File: config.mk
export PLATFORM = sky130hd
export DESIGN_NAME = aeh_top
export DESIGN_NICKNAME = d
export VERILOG_FILES = /design/src/aeh_pkg.sv /design/src/aeh_top.sv
export SDC_FILE = /design/constraint.sdc
export NUM_CORES = 1
export LEC_CHECK = 0
export BUFFER_PORTS_ARGS = -buffer_cell sky130_fd_sc_hd__buf_2
export CAP_MARGIN = 20
export CORE_ASPECT_RATIO = 0.6
export CORE_UTILIZATION = 60
export CTS_BUF_LIST = sky130_fd_sc_hd__clkbuf_4
export DETAILED_ROUTE_END_ITERATION = 6
export PLACE_DENSITY = 0.77
export SYNTH_ARGS = -nofsm -noshare
export SYNTH_HDL_FRONTEND = slang
export SYNTH_SLANG_ARGS = --single-unit
File: constraint.sdc
create_clock -name clk_i -period 42.8 [get_ports clk_i]
set_input_delay 2.14 -clock clk_i [delete_from_list [all_inputs] [get_ports clk_i]]
set_output_delay 2.14 -clock clk_i [all_outputs]
set_load 0.05 [all_outputs]
File: src/aeh_pkg.sv
// Purpose: Shared constants and types for the absolute position handshake
// Assumes: 40 MHz system clock
// Notes: Times are kept in their own units; cycle counts derive from them
package aeh_pkg;
    // ==========================================================
    // Timing
    localparam int CLK_HZ = 40_000_000;  // System clock rate
    localparam int WAIT_MS = 100;        // Request edge to first character
    localparam int SETTLE_MS = 50;       // Last initial pulse gap to normal output
    localparam int BAUD_BPS = 9600;      // Serial rate
    localparam int WAIT_CYC = CLK_HZ / 1000 * WAIT_MS;
    localparam int SETTLE_CYC = CLK_HZ / 1000 * SETTLE_MS;
    localparam int BIT_CYC = CLK_HZ / BAUD_BPS;  // Clocks per bit, rounded down
    // ==========================================================
    // Message layout
    localparam int MSG_CHARS = 8;            // Characters per message
    localparam int CHAR_W = 7;               // ASCII 7-bit code
    localparam int FRAME_W = 10;             // Start, 7 data, parity, stop
    localparam logic [6:0] CH_HEAD = 7'h50;  // Leading letter
    localparam logic [6:0] CH_PLUS = 7'h2B;
    localparam logic [6:0] CH_MINUS = 7'h2D;
    localparam logic [6:0] CH_ZERO = 7'h30;
    localparam logic [6:0] CH_CR = 7'h0D;
    // ==========================================================
    // Multiturn count
    localparam int TURN_W = 16;
    localparam logic [15:0] TURN_MAX = 16'h7FFF;  // +32767
    localparam logic [15:0] TURN_MIN = 16'h8000;  // -32768
    localparam logic USE_ABSOLUTE = 1'b0;         // Usage select value 0
    // ==========================================================
    // Sequencer states
    typedef enum logic [2:0] {
        ST_IDLE = 3'b000,
        ST_WAIT = 3'b001,
        ST_SEND = 3'b010,
        ST_DRAIN = 3'b011,
        ST_PULSE = 3'b100,
        ST_SETTLE = 3'b101,
        ST_DONE = 3'b110
    } aeh_state_type;
    // Status outputs carried together
    typedef struct packed {
        logic motor_enable;  // Motor may run
        logic servo_ready;   // Ready indication
        logic busy;          // Transmission sequence in progress
        logic setup_lock;    // Setup done, waiting for power cycle
    } aeh_status_type;
endpackage

File: src/aeh_top.sv
// Purpose: Absolute position readout handshake with serial message output
// Assumes: Inputs synchronous to clk_i; nrst_i release models power-on
// Notes: Characters pass through a FIFO before the serial transmitter
`timescale 1ns/1ps

// ==========================================================
// FIFO between message builder and transmitter
module aeh_fifo #(
    parameter int WIDTH = 7,
    parameter int DEPTH = 8
) (
    input wire logic clk_i,
    input wire logic nrst_i,
    input wire logic flush_i,               // Drop all content
    input wire logic in_valid_i,
    output logic in_ready_o,
    input wire logic [WIDTH-1:0] in_data_i,
    output logic out_valid_o,
    input wire logic out_ready_i,
    output logic [WIDTH-1:0] out_data_o
);
    localparam int AW = $clog2(DEPTH);
    logic [WIDTH-1:0] mem [DEPTH];   // Storage
    logic [AW:0] wr_ptr;             // Write pointer with wrap bit
    logic [AW:0] rd_ptr;             // Read pointer with wrap bit
    wire push = in_valid_i && in_ready_o;
    wire pop = out_valid_o && out_ready_i;
    wire empty = (wr_ptr == rd_ptr);
    wire full = (wr_ptr[AW] != rd_ptr[AW]) &&
        (wr_ptr[AW-1:0] == rd_ptr[AW-1:0]);
    assign in_ready_o = !full;
    assign out_valid_o = !empty;
    assign out_data_o = mem[rd_ptr[AW-1:0]];

    // Pointer update
    always_ff @(posedge clk_i or negedge nrst_i) begin
        if (!nrst_i) begin
            wr_ptr <= '0;
            rd_ptr <= '0;
        end else if (flush_i) begin
            wr_ptr <= '0;
            rd_ptr <= '0;
        end else begin
            wr_ptr <= wr_ptr + (AW+1)'(push);
            rd_ptr <= rd_ptr + (AW+1)'(pop);
        end
    end

    // Storage write, no reset needed
    always_ff @(posedge clk_i) begin
        if (push) begin
            mem[wr_ptr[AW-1:0]] <= in_data_i;
        end
    end
endmodule // aeh_fifo

module aeh_top #(
    parameter int WAIT_CYCLES = aeh_pkg::WAIT_CYC,
    parameter int SETTLE_CYCLES = aeh_pkg::SETTLE_CYC,
    parameter int BIT_CYCLES = aeh_pkg::BIT_CYC,
    parameter int PULSE_GAP = 16,           // Cycles between initial pulses
    parameter int FIFO_DEPTH = 8
) (
    input wire logic clk_i,
    input wire logic nrst_i,
    input wire logic absolute_data_request_i,  // Request line level
    input wire logic absolute_usage_select_i,  // 0 absolute, 1 incremental
    input wire logic servo_on_i,               // Servo on command
    input wire logic count_up_i,               // One turn forward
    input wire logic count_down_i,             // One turn backward
    input wire logic [15:0] init_pulses_i,     // Initial pulse count
    input wire logic setup_i,                  // Setup request pulse
    output logic serial_position_output_o,     // Serial line, idle high
    output logic init_pulse_o,                 // Initial pulse train
    output logic setup_reject_o,               // Setup refused pulse
    output logic [15:0] turns_o,               // Multiturn count
    output aeh_pkg::aeh_status_type status_o
);
    // ==========================================================
    // Declarations
    aeh_pkg::aeh_state_type state;      // Sequencer state
    aeh_pkg::aeh_state_type next_state;
    logic [15:0] turns;                 // Signed multiturn count
    logic [31:0] timer;                 // Shared wait counter
    logic [2:0] char_idx;               // Next character to queue
    logic [15:0] pulse_left;            // Initial pulses remaining
    logic req_q;                        // Request of last cycle
    logic usage;                        // Usage latched at power-on
    logic usage_taken;                  // Latch done after release
    logic setup_lock;                   // Awaiting power cycle
    logic tx_busy;                      // Transmitter active
    logic [9:0] tx_sh;                  // Frame shift register
    logic [3:0] tx_bits;                // Bits sent of frame
    logic [31:0] tx_timer;              // Bit time counter
    logic pulse;                        // Pulse output register
    logic reject;                       // Reject output register
    logic fifo_ready, fifo_valid;
    logic [6:0] fifo_data;

    // Character of the message at a position
    function automatic logic [6:0] msg_char(input logic [2:0] idx,
                                            input logic [15:0] cnt);
        logic [16:0] mag;
        logic [16:0] dv;
        mag = cnt[15] ? 17'(-$signed({cnt[15], cnt})) : {1'b0, cnt};
        dv = 17'h00000;
        case (idx)
            3'h2: dv = mag / 17'd10000;
            3'h3: dv = (mag / 17'd1000) % 17'd10;
            3'h4: dv = (mag / 17'd100) % 17'd10;
            3'h5: dv = (mag / 17'd10) % 17'd10;
            3'h6: dv = mag % 17'd10;
            default: dv = 17'h00000;
        endcase
        case (idx)
            3'h0: msg_char = aeh_pkg::CH_HEAD;
            3'h1: msg_char = cnt[15] ? aeh_pkg::CH_MINUS : aeh_pkg::CH_PLUS;
            3'h7: msg_char = aeh_pkg::CH_CR;
            default: msg_char = aeh_pkg::CH_ZERO + 7'(dv);
        endcase
    endfunction

    // ==========================================================
    // Decoding
    wire absolute = (usage == aeh_pkg::USE_ABSOLUTE);
    wire rise = absolute_data_request_i && !req_q;
    wire abort = !absolute_data_request_i && state != aeh_pkg::ST_IDLE
        && state != aeh_pkg::ST_DONE;
    wire push = (state == aeh_pkg::ST_SEND);
    wire pushed = push && fifo_ready;
    wire last_char = (char_idx == 3'(aeh_pkg::MSG_CHARS - 1));
    wire timer_end = (timer == 32'h00000000);
    wire tx_take = fifo_valid && !tx_busy;
    wire bit_end = (tx_timer == 32'(BIT_CYCLES - 1));
    wire seq_done = (state == aeh_pkg::ST_DONE);
    wire motor_enable = servo_on_i && !setup_lock &&
        (!absolute || seq_done);
    wire servo_ready = !setup_lock && (!absolute ||
        (absolute_data_request_i && seq_done));
    wire setup_ok = setup_i && !servo_on_i;
    wire [6:0] par_char = msg_char(char_idx, turns);
    wire par_bit = ^fifo_data;

    assign serial_position_output_o = tx_sh[0];
    assign init_pulse_o = pulse;
    assign setup_reject_o = reject;
    assign turns_o = turns;
    assign status_o = '{motor_enable: motor_enable, servo_ready: servo_ready,
        busy: (state != aeh_pkg::ST_IDLE && !seq_done),
        setup_lock: setup_lock};

    // Next state
    always_comb begin
        next_state = state;
        case (state)
            aeh_pkg::ST_IDLE:
                if (absolute && rise) next_state = aeh_pkg::ST_WAIT;
            aeh_pkg::ST_WAIT:
                if (timer_end) next_state = aeh_pkg::ST_SEND;
            aeh_pkg::ST_SEND:
                if (pushed && last_char) next_state = aeh_pkg::ST_DRAIN;
            aeh_pkg::ST_DRAIN:
                if (!fifo_valid && !tx_busy) next_state = aeh_pkg::ST_PULSE;
            aeh_pkg::ST_PULSE:
                if (pulse_left == 16'h0000 && timer_end) begin
                    next_state = aeh_pkg::ST_SETTLE;
                end
            aeh_pkg::ST_SETTLE:
                if (timer_end) next_state = aeh_pkg::ST_DONE;
            aeh_pkg::ST_DONE:
                if (!absolute_data_request_i) next_state = aeh_pkg::ST_IDLE;
            default: next_state = aeh_pkg::ST_IDLE;
        endcase
        if (abort) next_state = aeh_pkg::ST_IDLE;
    end

    // Sequencer registers
    always_ff @(posedge clk_i or negedge nrst_i) begin
        if (!nrst_i) begin
            state <= aeh_pkg::ST_IDLE;
            req_q <= 1'b0;
        end else begin
            state <= next_state;
            req_q <= absolute_data_request_i;
        end
    end

    // Wait timer, character index and pulse train
    always_ff @(posedge clk_i or negedge nrst_i) begin
        if (!nrst_i) begin
            timer <= 32'h00000000;
            char_idx <= 3'h0;
            pulse_left <= 16'h0000;
            pulse <= 1'b0;
        end else begin
            pulse <= 1'b0;
            if (next_state != state) begin
                // Load the wait of the state being entered
                case (next_state)
                    aeh_pkg::ST_WAIT: timer <= 32'(WAIT_CYCLES - 1);
                    aeh_pkg::ST_SETTLE: timer <= 32'(SETTLE_CYCLES - 1);
                    default: timer <= 32'(PULSE_GAP - 1);
                endcase
                char_idx <= 3'h0;
                pulse_left <= init_pulses_i;
            end else if (!timer_end) begin
                timer <= timer - 32'h00000001;
            end else if (state == aeh_pkg::ST_PULSE &&
                pulse_left != 16'h0000) begin
                pulse <= 1'b1;
                pulse_left <= pulse_left - 16'h0001;
                timer <= 32'(PULSE_GAP - 1);
            end
            if (pushed) char_idx <= char_idx + 3'h1;
        end
    end

    // Multiturn count, wraps by two's complement arithmetic
    always_ff @(posedge clk_i or negedge nrst_i) begin
        if (!nrst_i) begin
            turns <= 16'h0000;
            reject <= 1'b0;
        end else begin
            reject <= setup_i && servo_on_i;
            if (setup_ok) begin
                turns <= 16'h0000;
            end else if (count_up_i && !count_down_i) begin
                turns <= turns + 16'h0001;
            end else if (count_down_i && !count_up_i) begin
                turns <= turns - 16'h0001;
            end
        end
    end

    // Usage caught once after release; setup locks until next reset
    always_ff @(posedge clk_i or negedge nrst_i) begin
        if (!nrst_i) begin
            usage <= aeh_pkg::USE_ABSOLUTE;
            usage_taken <= 1'b0;
            setup_lock <= 1'b0;
        end else begin
            if (!usage_taken) usage <= absolute_usage_select_i;
            usage_taken <= 1'b1;
            if (setup_ok) setup_lock <= 1'b1;
        end
    end

    // Serial transmitter, LSB first
    always_ff @(posedge clk_i or negedge nrst_i) begin
        if (!nrst_i) begin
            tx_busy <= 1'b0;
            tx_sh <= 10'h3FF;
            tx_bits <= 4'h0;
            tx_timer <= 32'h00000000;
        end else if (tx_take) begin
            tx_busy <= 1'b1;
            tx_sh <= {1'b1, par_bit, fifo_data, 1'b0};
            tx_bits <= 4'h0;
            tx_timer <= 32'h00000000;
        end else if (tx_busy) begin
            tx_timer <= bit_end ? 32'h00000000 : tx_timer + 32'h00000001;
            if (bit_end) begin
                tx_sh <= {1'b1, tx_sh[9:1]};
                tx_bits <= tx_bits + 4'h1;
                if (tx_bits == 4'(aeh_pkg::FRAME_W - 1)) tx_busy <= 1'b0;
            end
        end
    end

    // Character queue
    aeh_fifo #(.WIDTH(aeh_pkg::CHAR_W), .DEPTH(FIFO_DEPTH)) u_fifo (
        .clk_i(clk_i),
        .nrst_i(nrst_i),
        .flush_i(abort),
        .in_valid_i(push),
        .in_ready_o(fifo_ready),
        .in_data_i(par_char),
        .out_valid_o(fifo_valid),
        .out_ready_i(!tx_busy),
        .out_data_o(fifo_data)
    );
endmodule // aeh_top

# [Word-level counts from Yosys, hierarchy flattened]
# Memories as Yosys holds them, arrays and structs flattened.
# Index checks and enable logic that the tools add are counted.
[op_classes] add_sub_neg=11 n_div=8 n_eq_ne=23 n_mux=45 bitwise=1 reduce_logical=47
[op_table] cell="$mux 32" count=6
[op_table] cell="$mux 16" count=6
[op_table] cell="$mod 17x4->17 const B" count=4
[op_table] cell="$pmux 22 s2" count=1
[op_table] cell="$pmux 7 s5" count=1
[op_table] cell="$mux 3" count=11
[op_table] cell="$add 32x1->32 const B" count=1
[op_table] cell="$eq 32x13->1 const B" count=1
[op_table] cell="$logic_not 32->1" count=1
[op_table] cell="$sub 16x1->16 const B" count=2
[op_table] cell="$sub 32x1->32 const B" count=1
[op_table] cell="$mux 10" count=3
[op_table] cell="$eq 3x3->1 const B" count=8
[op_table] cell="$pmux 3 s7" count=1
[op_table] cell="$pmux 7 s3" count=1
[op_table] cell="$logic_and 1x1->1" count=20
[op_table] cell="$mux 4" count=5
[op_table] cell="$div 17x10->17 const B" count=1
[op_table] cell="$div 17x14->17 const B" count=1
[op_table] cell="$div 17x4->17 const B" count=1
[op_table] cell="$div 17x7->17 const B" count=1
[op_table] cell="$mux 17" count=1
[op_table] cell="$neg 16->17" count=1
[op_table] cell="$add 16x1->16 const B" count=1
[op_table] cell="other kinds (24)" count=55
[word_totals] reg_bits=131 ram_bits=56 input_bits=24 n_memories=1
[memory_table] name="u_fifo.mem" depth=8 width=7 read_ports=1 rd_clocked_by_memory_dff=0 wr=1 line="aeh_top.sv:23" text="logic [WIDTH-1:0] mem [DEPTH];"

# [Logic depth before layout (Yosys ltp)]
# Gate-level depths: netlist (run 1).
[logic_depth] ltp_word=11 ltp_mapped=149

# [Cells and area by module]
# Synthesis (run 1) repeated with hierarchy kept, for this count alone.
[hier_totals] hier_cells=2098 hier_area_um2=17755.8
[by_module_without_submodules] mod="aeh_top" instances=1 cells_each=1968 area_per_inst_um2=15090.7
[by_module_without_submodules] mod="aeh_fifo" instances=1 cells_each=130 area_per_inst_um2=2665.1

# [Least setup slack after synthesis (run 1)]
# OpenSTA, ideal clock, no wires.
[synth_timing] path_kind="reg2reg" startpoint="register turns[4], in the netlist turns_o[4]" endpoint="memory u_fifo.mem[0][6] (data pin)" arrival_ns=29.134 t_required_ns=42.522 path_slack_ns=13.388 path_stages_with_launch=137 path_cell_list="dfrtp_1 -> or4_1 -> buf_2 -> or4_4 -> or4_1 -> buf_2 -> inv_1 -> ha_1 -> o21a_1 -> o21a_1 -> o211ai_1 -> nand2_1 -> ha_1 -> o211ai_1 -> a31oi_1 -> nor3_1 -> mux2i_1 -> inv_1 -> (+101 left out) -> nand2_1 -> clkbuf_1 -> mux2_2 -> ha_1 -> a21o_1 -> a21o_1 -> a21oi_1 -> nand2_1 -> nand2_1 -> a21oi_1 -> nor4_1 -> and3_1 -> a211oi_2 -> or3_1 -> nand3_1 -> ha_1 -> nor4_1 -> o31ai_1"
[synth_between] elab_chain_len=7
[synth_rtl] element="from (decl)" line="aeh_top.sv:83" text="logic [15:0] turns;"
[synth_rtl] element="from (signal assigned)" line="aeh_top.sv:228" text="turns <= turns + 16'h0001;"
[synth_rtl] element="from (signal assigned)" line="aeh_top.sv:230" text="turns <= turns - 16'h0001;"
[synth_rtl] element="$neg 16->17" line="aeh_top.sv:105" text="mag = cnt[15] ? 17'(-$signed({cnt[15], cnt})) : {1'b0, cnt};"
[synth_rtl] element="$mux 17 (*)" line="aeh_top.sv:105"
[synth_rtl] element="$div 17x4->17, or another cell as far along" line="aeh_top.sv:111" text="3'h5: dv = (mag / 17'd10) % 17'd10;"
[synth_rtl] element="$mod 17x4->17 (on tied branches)" line="aeh_top.sv:111, aeh_top.sv:109, aeh_top.sv:110"
[synth_rtl] element="$pmux 7 s5 (*)" line="aeh_top.sv:107" text="case (idx)"
[synth_rtl] element="$add 6x7->7 (*)" line="aeh_top.sv:119" text="default: msg_char = aeh_pkg::CH_ZERO + 7'(dv);"
[synth_rtl] element="$pmux 7 s3 (*)" line="aeh_top.sv:115" text="case (idx)"
[synth_rtl] element="net par_char[6]" line="aeh_top.sv:141" text="wire [6:0] par_char = msg_char(char_idx, turns);"
[synth_rtl] element="to (decl)" line="aeh_top.sv:23"
# The timed path passes the listed nets; every way through them passes the cells marked *.

# [Final worst setup path (run 1)]
[layout_timing] startpoint="register turns[8], in the netlist turns_o[8]" endpoint="memory u_fifo.mem[5][6] (data pin)"
# The elaborated chain is that of the path after synthesis.

==> metrics list, run 1 <==
- The layout has 2364 filler cells.
* Maximum clock path buffer count: 2
- Max-slew headroom: 0.2559
* Number of hold-slack violations in the final timing report: 0
- Fraction of synthesized cell area taken by the top area cell type: 0.1752
- Vertical die dimension: 133.5 um
- The sequential cells in the finished layout cover a total of 4946 um^2.
- Hold WS: 0.5048 ns
- Ranked by total cell area, the synthesized netlist is headed by sky130_fd_sc_hd__dfrtp_1 (18%), sky130_fd_sc_hd__edfxtp_1 (9.7%), sky130_fd_sc_hd__ha_1 (9.5%).
- The cell area that synthesis handed to floorplanning was 17280 um^2.
* Total met2 wirelength after detailed routing: 18520 um
- Maximum clock skew at final layout: 0.02677 ns
- Die X-Extent: 221.1 um
* Maximum clock frequency: 0.02805 GHz
- Yosys instantiated no cell more often than sky130_fd_sc_hd__nand2_1.
- Residual DRC: 0
* Crit path time final: 35.65 ns
- Clock-pin slew was measured on the worst setup and hold paths at 0.15 ns.
* Via-per-instance ratio: 6.551
- Root Buffer: sky130_fd_sc_hd__clkbuf_4
* Number of storage elements in the synthesis netlist: 186
- Required @ worst endpoint: 43.07 ns
- Buffers placed on the I/O ports in this run total 46.
* Data arrival at the endpoint of the critical path: 35.92 ns
- Share of cells above drive strength 1: 0.09661
- The net count of the finished layout is 2265.
- A synthesized cell averages 8.280 um^2.
- Total overflow reported by the global router: 0
* Status: finished clean
- In the final layout, the multi-input gates occupy 11790 um^2.
- The via count of the first global-routing pass came to 14580.
- The first global-routing pass estimated 76790 um of wire.
- Number of pins with negative max-slew slack in the final report: 0
- Starting Density: 0.6186
- CTS tree: yes
* HP Class: reg2reg
- Hold worst-path end: tx_sh[0]$_DFFE_PN1P_
* CTS-repair resized insts: 0
- Setup total negative slack on the finished layout was measured at 0 ns.
* Dominant cell type by area after synthesis: sky130_fd_sc_hd__dfrtp_1
* Type of origin of the critical path: flop
* H-tree lvl count: 4
* YS warnings: 0
- Number of buffers added by the clock tree synthesis step: 17
* Core Box Area: 27930 um^2
* Worst hold path depth: 2
* Depth of the most critical reg-to-reg path: 130
- Antenna cell count: 0
- Synthesized instance count: 2087
- Total via count after detailed routing: 16310
* Syn nets: 2243
- Worst r2r src: turns_o[8]$_DFFE_PN0P_
* Portion of the post-synthesis area used by sequential elements: 0.2862
* Routed wl met3: 5371 um
- Unrepaired setup endpoints after global routing: no
- Weighted congestion reported at the end of routability-driven placement: 0.9967
* Critical Path Fanout Max: 15
- Num rows: 47
* Initial antenna violation count: 0
- For this run, asynchronously set or reset flops after synthesis account for 0.6989.
- Drt first pass iters: 6
- For this run, the leading register cell type out of synthesis is sky130_fd_sc_hd__dfrtp_1.
* Critical Path Max Stage Delay: 0.89 ns
- After legalization and detailed placement, the total HPWL measured 36670 um.
- Met1 Wirelength: 23490 um
- The netlist uses 105 different library cells.
- In the finished design, the share of the clock period the worst path needs comes to 0.8329.
* Critical setup path kind: reg2reg
- Average wire per standard cell: 19.15 um
- The routed design has 47660 um of wire.
- Number of buffers inserted for hold repair after clock tree synthesis: 0
- Worst min-delay path startpoint: tx_sh[1]$_DFFE_PN1P_
- In the synthesized netlist, the cells that appear most often are sky130_fd_sc_hd__nand2_1 (225), sky130_fd_sc_hd__nor2_1 (216), sky130_fd_sc_hd__o21ai_0 (149).
- Maximum number of pins on one net before global-route repair: 76
- Once detail routing completed, the nets flagged for antenna violations numbered 0.
- Latest clock arrival within the worst-skew pair: 0.59 ns
- Tightest Pin Transition: 1.109 ns
* CP endpoint kind: flop
* Total routing usage reported by global routing: 0.3207
- For this design the top-level I/O count stands at 47.
- Number of placed instances with taps included: 2454
- Total of endpoints with negative setup slack in the final report: 0
* Master of the slowest instance on the critical path: sky130_fd_sc_hd__o31ai_2
* Post-synth EDFFs: 56
* DRT iter0 DRCs: 1932
* Sinks on Clock Net: 186
- The setup check on the worst reg-to-reg path leaves a slack of 7.15 ns.
- The number of setup buffers added after CTS is 0.
- In this design, the critical path's most frequently occurring cell is sky130_fd_sc_hd__ha_1.
- Max-Cap Viols: 0
- The finished layout holds 2489 standard cells, fillers aside.
- Capture point of the worst reg-to-reg path: u_fifo.mem[5][6]$_DFFE_PP_
* Die outline area: 29510 um^2
- The detailed router used layers up to and including met4.
- From synthesis to final layout, the design area changed by 5.380%.
worst max-delay path by stage:
stage                           start                    endpoint  slack [ns]  depth (start not counted)
6_report       turns_o[8]$_DFFE_PN0P_  u_fifo.mem[5][6]$_DFFE_PP_        7.15                        130
5_1_grt        turns_o[8]$_DFFE_PN0P_  u_fifo.mem[5][6]$_DFFE_PP_        4.76                        129
4_1_cts        turns_o[8]$_DFFE_PN0P_  u_fifo.mem[5][6]$_DFFE_PP_        7.65                        126
3_5_place_dp   turns_o[8]$_DFFE_PN0P_  u_fifo.mem[0][6]$_DFFE_PP_        7.82                        124
3_3_place_gp   turns_o[8]$_DFFE_PN0P_  u_fifo.mem[4][6]$_DFFE_PP_        9.18                        123
2_1_floorplan  turns_o[4]$_DFFE_PN0P_  u_fifo.mem[0][6]$_DFFE_PP_       13.39                        136
layer usage:
metal / vias up / global-route usage
li1: 7753 / -
met1: 7728 / 0.5115
met2: 789 / 0.4297
met3: 35 / 0.09021
met4: 0 / 0.03924
met5: - / 0
worst max-delay path: cells and delay by family, from the launching register on:
family          cells  cell delay, ns
mux                 7            2.65
simple gates       46           11.65
fa+ha+maj          15            4.96
buf+inv             6            0.97
flops               1            0.49
compound gates     56           14.53
metrics by stage:
| step | setup slack, ns | util | area [um^2] |
|---|---|---|---|
| floorplan | 13.39 | - | 17280 |
| global placement | 9.184 | 0.6398 | 17870 |
| detailed placement | 7.823 | 0.6398 | 17870 |
| CTS | 7.652 | 0.6505 | 18170 |
| global route | 4.763 | 0.6519 | 18210 |
| finish | 7.153 | 0.6519 | 18210 |
placed cells by master (no fill, tap or decap), types with 8 or more instances in the layout:
cell type	instances
sky130_fd_sc_hd__a211oi_1	9
sky130_fd_sc_hd__a21o_1	35
sky130_fd_sc_hd__a21oi_1	135
sky130_fd_sc_hd__a31o_2	10
sky130_fd_sc_hd__a31oi_1	26
sky130_fd_sc_hd__and2_1	20
sky130_fd_sc_hd__and3_1	46
sky130_fd_sc_hd__buf_2	45
sky130_fd_sc_hd__buf_4	20
sky130_fd_sc_hd__clkbuf_4	20
sky130_fd_sc_hd__dfrtp_1	121
sky130_fd_sc_hd__dfstp_2	9
sky130_fd_sc_hd__edfxtp_1	56
sky130_fd_sc_hd__ha_1	131
sky130_fd_sc_hd__inv_1	78
sky130_fd_sc_hd__mux2_2	16
sky130_fd_sc_hd__mux2i_1	38
sky130_fd_sc_hd__mux4_2	14
sky130_fd_sc_hd__nand2_1	225
sky130_fd_sc_hd__nand2b_1	35
sky130_fd_sc_hd__nand3_1	34
sky130_fd_sc_hd__nand3b_1	9
sky130_fd_sc_hd__nand4_1	15
sky130_fd_sc_hd__nor2_1	216
sky130_fd_sc_hd__nor2b_1	29
sky130_fd_sc_hd__nor3_1	73
sky130_fd_sc_hd__nor4_1	26
sky130_fd_sc_hd__o211ai_1	17
sky130_fd_sc_hd__o21a_1	33
sky130_fd_sc_hd__o21ai_0	149
sky130_fd_sc_hd__o21bai_1	13
sky130_fd_sc_hd__o31a_1	8
sky130_fd_sc_hd__o31ai_1	23
sky130_fd_sc_hd__or2_2	17
sky130_fd_sc_hd__or3_1	30
sky130_fd_sc_hd__or4_1	20
sky130_fd_sc_hd__xnor2_1	81
sky130_fd_sc_hd__xor2_1	60
flip-flops by register name, summed over array words and instances, names as in the netlist, 9 cells and up:
signal / flops
u_fifo.mem: 56
timer: 32
tx_timer: 32
turns_o: 16
tx_sh: 9
pulse_left: 16
cell families (layout without fill, tap and decap cells):
group | after synthesis | after routing | share of synthesized area
buf+inv | 145 | 180 | 0.03244
mux | 71 | 71 | 0.05329
simple gates | 831 | 831 | 0.2358
xor+xnor | 141 | 141 | 0.07146
other cells | 2 | 2 | 0.0004346
compound gates | 577 | 577 | 0.2232
flops | 186 | 186 | 0.2862
fa+ha+maj | 134 | 134 | 0.09717
area by class of cell:
| cell class | count | share of cell area |
|---|---|---|
| Sequential cell | 186 | 0.2716 |
| Inverter | 80 | 0.01649 |
| Tap cell | 367 | 0.02522 |
| Clock inverter | 12 | 0.008108 |
| Multi-Input combinational cell | 1756 | 0.6473 |
| Clock buffer | 20 | 0.008245 |
| Timing Repair Buffer | 68 | 0.02302 |
Power of run 1 is not shown: default switching activity piles up to over one toggle a cycle in this logic, so the estimate is an artifact.
==> run 2: changes to the inputs <==
--- a/config.mk
+++ b/config.mk
@@ -5,6 +5,7 @@
 export SDC_FILE = /design/constraint.sdc
 export NUM_CORES = 1
 export LEC_CHECK = 0
+export ABC_AREA = 1
 export BUFFER_PORTS_ARGS = -buffer_cell sky130_fd_sc_hd__buf_2
 export CAP_MARGIN = 20
 export CORE_ASPECT_RATIO = 0.6
==> constraint.sdc (replaced) <==
create_clock -name clk_i -period 36.4 [get_ports clk_i]
set_input_delay 1.82 -clock clk_i [delete_from_list [all_inputs] [get_ports clk_i]]
set_output_delay 1.82 -clock clk_i [all_outputs]
set_load 0.05 [all_outputs]
==> metrics list, run 2 <==
* Core utilization of the finished layout: 0.6429
* Post-CTS setup buffer count: 0
* CTS tree: yes
- Number of pins with negative max-slew slack in the final report: 0
* Commonest non-fill, non-tap cell in the layout: sky130_fd_sc_hd__nand2_1
* Final standard cell count with taps included and fillers excluded: 2922
- Buffers inserted during clock tree synthesis total 17.
* Capture point of the worst reg-to-reg path: u_fifo.mem[7][5]$_DFFE_PP_
- Of the post-synthesis cell area, the dominant cell type holds 0.1720.
- Number of placed instances with taps included: 2890
- The startpoint identified for the worst hold timing path is usage_taken$_DFF_PN0_.
* Total routing usage reported by global routing: 0.3143
* Critical Path Fanout Max: 19
- Clock-pin slew was measured on the worst setup and hold paths at 0.19 ns.
- Number of hold-slack violations in the final timing report: 0
- Yosys mapped the design onto 73 distinct sky130hd cell types.
- Share of flip-flops with an asynchronous set or reset after synthesis: 0.6989
- Yosys printed 0 warnings.
- For this design, the CTS-stage hold fixing added 0 buffers.
* DRT iter0 DRCs: 2141
- Type of origin of the critical path: flop
- Setup repair after global routing left no endpoint under its margin.
- The die covers 30060 um^2.
- Most frequently used cell type in the post-synthesis netlist: sky130_fd_sc_hd__nand2_1
* Post-synth EDFFs: 56
- Commonest cells after routing, fill and taps aside: sky130_fd_sc_hd__nand2_1 (487), sky130_fd_sc_hd__inv_1 (353), sky130_fd_sc_hd__nor2_1 (293)
- Share of cells above drive strength 1: 0.1056
- Area growth, synth to finish: 5.038%
* Worst r2r src: turns_o[0]$_DFFE_PN0P_
- Most frequent CP cell: sky130_fd_sc_hd__nand2_1
- Hold worst-path end: usage$_DFFE_PN0N_
- Synthesis produced a netlist with a net count of 2654.
* Flip-flop count of the largest register, all copies and words added: 56
* Die X-Extent: 223.2 um
- By count the netlist is led by sky130_fd_sc_hd__nand2_1 (487), sky130_fd_sc_hd__inv_1 (353), sky130_fd_sc_hd__nor2_1 (293).
- For the worst setup path, the data required time is 36.72 ns.
- Critical Path Max Stage Delay: 0.69 ns
* Post-synthesis cell area: 17610 um^2
* Leading cell types by total area after synthesis: sky130_fd_sc_hd__dfrtp_1 (17%), sky130_fd_sc_hd__nand2_1 (10%), sky130_fd_sc_hd__edfxtp_1 (9.6%)
* Via-per-instance ratio: 5.772
* Num rows: 48
- Counting flops and latches in the post-synthesis netlist gives 186.
- The via count of the first global-routing pass came to 15050.
- Based on the critical path, the design can be clocked at up to 0.03908 GHz.
- Across the run, the number of max-cap violations was 0.
- For the pin with the worst max-slew slack, the measured transition is 0.9306 ns.
- The cell count after synthesis came out at 2498.
- Vertical die dimension: 134.7 um
- Starting Density: 0.6120
* Sinks on Clock Net: 186
- The count of nets left with antenna violations once routing finished came out at 0.
- Depth of the most critical reg-to-reg path: 169
- The total area inside the core boundary comes to 28770 um^2.
- Maximum clock path buffer count: 2
* CTS-repair resized insts: 0
- Headroom to the max-slew limit came out at 0.3773.
* Average wire per standard cell: 16.09 um
* Hpwl dp: 37060 um
- In this run the number of H-tree levels came out at 4.
- Total via count after detailed routing: 16870
- Clock latency on the worst-skew pair, taken at its later pin, is 0.64 ns.
- Internal reg-to-reg setup slack: 10.81 ns
- Status: finished clean
- Wire length of the first global-routing pass: 76100 um
- Residual DRC: 0
- At the end of the flow, the number of nets in the layout was 2690.
- After routing, the total negative slack on setup checks comes to 0 ns.
* Mean instance size in the synthesized netlist: 7.048 um^2
* Critical setup path kind: reg2reg
* Crit path time final: 25.59 ns
* HP Class: reg2reg
- The number of antenna violations at the first check in global routing came to 0.
* Weighted congestion reported at the end of routability-driven placement: 0.9612
* Dominant synthesized flop cell: sky130_fd_sc_hd__dfrtp_1
- Data arrival at the endpoint of the critical path: 25.91 ns
- The largest individual stage delay along the critical path comes from the cell sky130_fd_sc_hd__o21ai_0.
- Wires add up to 47010 um.
- Summed over all instances, the cell type with the most area after synthesis is sky130_fd_sc_hd__dfrtp_1.
- Maximum number of pins on one net before global-route repair: 70
- Portion of the post-synthesis area used by sequential elements: 0.2809
- Total of endpoints with negative setup slack in the final report: 0
- The cell sitting at the root of the clock tree is a sky130_fd_sc_hd__clkbuf_4.
* Drt first pass iters: 6
* Part of the cycle the worst path needs: 0.7030
- Antenna cell count: 0
* Maximum clock skew at final layout: 0.03970 ns
- Worst hold path depth: 1
* Total overflow reported by the global router: 0
* Port Buffers: 46
- STA classifies the critical path endpoint as a flop.
- Count of pins on the block boundary: 47
run 2: changes by cell type after synthesis, moves of 36 or more:
cell	previous run	this run
sky130_fd_sc_hd__mux2i_1	38	0
sky130_fd_sc_hd__and3_1	46	1
sky130_fd_sc_hd__nand2_1	225	487
sky130_fd_sc_hd__nand2_2	2	45
sky130_fd_sc_hd__nand3_1	34	156
sky130_fd_sc_hd__nor2_1	216	293
sky130_fd_sc_hd__inv_1	78	353
sky130_fd_sc_hd__xor2_1	60	96
run 2: how the worst max path moves through the flow:
| stage | from | to | slack (ns) | cells after the start |
|---|---|---|---|---|
| 2_1_floorplan | turns_o[0]$_DFFE_PN0P_ | u_fifo.mem[0][5]$_DFFE_PP_ | 15.28 | 179 |
| 3_3_place_gp | char_idx[0]$_DFFE_PN0P_ | u_fifo.mem[0][5]$_DFFE_PP_ | 12.26 | 163 |
| 3_5_place_dp | char_idx[0]$_DFFE_PN0P_ | u_fifo.mem[2][5]$_DFFE_PP_ | 11.48 | 163 |
| 4_1_cts | char_idx[0]$_DFFE_PN0P_ | u_fifo.mem[7][5]$_DFFE_PP_ | 11.39 | 163 |
| 5_1_grt | turns_o[0]$_DFFE_PN0P_ | u_fifo.mem[7][5]$_DFFE_PP_ | 8.29 | 171 |
| 6_report | turns_o[0]$_DFFE_PN0P_ | u_fifo.mem[7][5]$_DFFE_PP_ | 10.81 | 169 |
run 2: area by class of cell:
cell class	instances	area (um^2)
well taps	375	469.2
clock inverters	15	178.9
multi-input cells	1886	10990
flip-flops and latches	186	4946
repair buffers	55	324.1
fillers	2537	10270
clock buffers	17	127.6
inverters	388	1456
run 2: kinds of logic after synthesis:
family | count (synthesis) | share of synthesized area
adder cells (fa/ha/maj) | 132 | 0.09423
buffers and inverters | 426 | 0.09480
other | 2 | 0.0004265
flip-flops | 186 | 0.2809
XOR/XNOR | 153 | 0.07888
AND/OR/NAND/NOR | 1182 | 0.3104
AO/OA/AOI/OAI | 416 | 0.1397
multiplexers | 1 | 0.0006395
run 2: per-layer routing:
metal  global-route usage  routed length, um  up-vias
met3              0.05896               4472       39
met4              0.04943                396        0
li1                     -                  -     8325
met1               0.5037              23750     7778
met5                    0                  0        -
met2               0.4347              18400      723
run 2: stage by stage:
step | instance area, um^2 | hold WS [ns] | setup slack [ns]
floorplan | 17610 | 0.4222 | 15.28
global placement | 18160 | 0.4440 | 12.26
detailed placement | 18190 | 0.4447 | 11.48
CTS | 18490 | 0.4280 | 11.39
global route | 18490 | 0.4550 | 8.294
finish | 18490 | 0.4300 | 10.81
run 2: critical path: cells and delay by family (launching register included):
kind            cells  cell delay, ns
simple gates       98           10.17
compound gates     31            7.21
fa+ha+maj          16            4.93
buf+inv            24            2.44
flops               1            0.50
Power of run 2 is left out for the same reason.
==> run 3: changes to the inputs <==
==> constraint.sdc (replaced) <==
create_clock -name clk_i -period 25.7 [get_ports clk_i]
set_input_delay 1.285 -clock clk_i [delete_from_list [all_inputs] [get_ports clk_i]]
set_output_delay 1.285 -clock clk_i [all_outputs]
set_load 0.05 [all_outputs]
==> metrics list, run 3 (synthesized netlist as in run 2, its figures left out) <==
* CTS tree: yes
- Port Buffers: 46
- Worst hold path depth: 1
- Critical Path Max Stage Delay: 0.49 ns
* Data arrival at the endpoint of the critical path: 24.36 ns
- For this configuration, the core starts out at a cell density of 0.6120.
- The die is 223.2 um wide.
* HP Class: reg2reg
- Core Box Area: 28770 um^2
* Crit path time final: 23.95 ns
- Vias in the first global route: 15200
* Required @ worst endpoint: 26.11 ns
- Maximum clock path buffer count: 2
* Weighted congestion reported at the end of routability-driven placement: 1.003
- The cell family contributing the most delay on the critical path is simple AND/OR/NAND/NOR gates.
* Final wirelength: 47630 um
- Part of the cycle the worst path needs: 0.9318
- Relative to the synthesized area, the layout overhead comes to 5.706%.
- Fin Setup TNS: 0 ns
- Levels on crit path: 165
- The critical path is of the reg2reg type.
* Share of cells above drive strength 1: 0.1175
- The register with the most flip-flops in the layout has 56 of them.
* Residual DRC: 0
- Clock edge transition at the registers on the reported setup and hold paths: 0.19 ns
- In this run the tightest slew margin relative to its limit is 0.3475.
- Depth of the most critical reg-to-reg path: 165
- Number of pins with negative max-slew slack in the final report: 0
- The critical path contains buffers and inverters numbering 22 combined.
- Hpwl dp: 36920 um
- Sinks on Clock Net: 186
- Measured along the y axis, the die boundary spans 134.7 um.
- Status: finished clean
- At the end of the flow the core is filled with cells to 0.6470.
* Commonest cells after routing, fill and taps aside: sky130_fd_sc_hd__nand2_1 (485), sky130_fd_sc_hd__inv_1 (352), sky130_fd_sc_hd__nor2_1 (289)
- Among all stages on the critical path, the largest delay is contributed by sky130_fd_sc_hd__dfrtp_2.
- After the flow finishes, the layout carries non-filler instances totaling 2928.
- Maximum clock frequency: 0.04176 GHz
- During I/O placement, the number of pins put on the boundary was 47.
* Commonest non-fill, non-tap cell in the layout: sky130_fd_sc_hd__nand2_1
- The worst setup path is captured at a flop.
* Critical Path Fanout Max: 15
* Number of antenna-violating nets in the routed design: 0
* H-tree lvl count: 4
* Total via count after detailed routing: 17100
* Number of nets at the end of the flow: 2696
* Latest clock arrival within the worst-skew pair: 0.64 ns
* Total overflow reported by the global router: 0
- After floorplanning, the core was divided into 48 placement rows.
- The number of placed instances, taps included, is 2889.
- Average wire per standard cell: 16.27 um
- Type of origin of the critical path: flop
* Maximum number of pins on one net before global-route repair: 68
- DRT iter0 DRCs: 1998
- Clock tree synthesis inserted a total of 17 buffers.
- Die outline area: 30060 um^2
- Number of hold-slack violations in the final timing report: 0
- Via-per-instance ratio: 5.840
- Setup violations remaining at the end of the flow were counted as 0.
* Drt first pass iters: 5
- For the pin with the worst max-slew slack, the measured transition is 0.9764 ns.
* Root Buffer: sky130_fd_sc_hd__clkbuf_4
- The number of antenna violations at the first check in global routing was 0.
- For the final database, setup skew stands at 0.03758 ns.
- In this design, the critical path's most frequently occurring cell is sky130_fd_sc_hd__nand2_1.
* Antenna cell count: 0
- In the global route stage, overall resource usage came out at 0.3167.
- The tool flagged a number of max-cap violations equal to 0.
- The first global-routing pass estimated 76890 um of wire.
## run 3: changes by cell type in the layout (fill, tap and decap cells not counted), sizes merged
| cell | before | now |
|---|---|---|
| clkinvlp | 0 | 2 |
| clkbuf | 17 | 18 |
| nand3 | 182 | 183 |
| clkinv | 12 | 11 |
| buf | 55 | 59 |
| inv | 390 | 389 |
## run 3: path summary, 6_finish.rpt
path | startpoint | to | slack, ns
min in group asynchronous | nrst_i | turns_o[7]$_DFFE_PN0P_ | 0.62
worst min-delay path | usage_taken$_DFF_PN0_ | usage$_DFFE_PN0N_ | 0.47
worst min register to register | usage_taken$_DFF_PN0_ | usage$_DFFE_PN0N_ | 0.47
worst max register to register | turns_o[0]$_DFFE_PN0P_ | u_fifo.mem[2][6]$_DFFE_PP_ | 1.75
max in group asynchronous | nrst_i | setup_lock$_DFFE_PN0P_ | 23.72
worst max-delay path | turns_o[0]$_DFFE_PN0P_ | u_fifo.mem[2][6]$_DFFE_PP_ | 1.75
## run 3: worst reg2reg max path: cells and delay by family (launching register included)
kind	cells	cell delay, ns
xor gates and xnor gates	2	0.35
adders and majority gates	16	4.85
DFF	1	0.49
buffers and inverters	22	2.10
and+or+nand+nor	101	11.25
AOI/OAI and AO/OA	24	4.72
## run 3: what timing repair did
action / in CTS / in global routing
gates resized for setup: 0 / 38
endpoints found under the setup margin: 0 / 56
setup buffers: 0 / 5
hold endpoints to repair: 0 / 0
hold buffers: 0 / 0
## run 3: layout make-up
class | instances | area [um^2]
clock inverters | 14 | 157.7
clock buffers | 18 | 135.1
fillers | 2512 | 10160
repair buffers | 59 | 334.1
flip-flops and latches | 186 | 4949
repair inverters | 1 | 5.005
inverters | 388 | 1460
multi-input cells | 1887 | 11100
well taps | 375 | 469.2
## run 3: layer usage
metal / vias to the layer above / wire (um) / GRT usage
met1: 7877 / 23440 / 0.5066
met3: 63 / 4898 / 0.05570
met2: 802 / 18530 / 0.4314
met5: - / 0 / 0
met4: 0 / 760 / 0.07318
li1: 8358 / - / -
## run 3: metrics by stage
step                hold WS [ns]  setup WS (ns)  instance area, um^2
floorplan                 0.4222          4.582                17610
global placement          0.4418          1.593                18160
detailed placement        0.4476         0.7696                18160
CTS                       0.4685         0.6519                18450
global route              0.4952        -0.1563                18610
finish                    0.4675          1.753                18610
Power of run 3 is left out for the same reason.
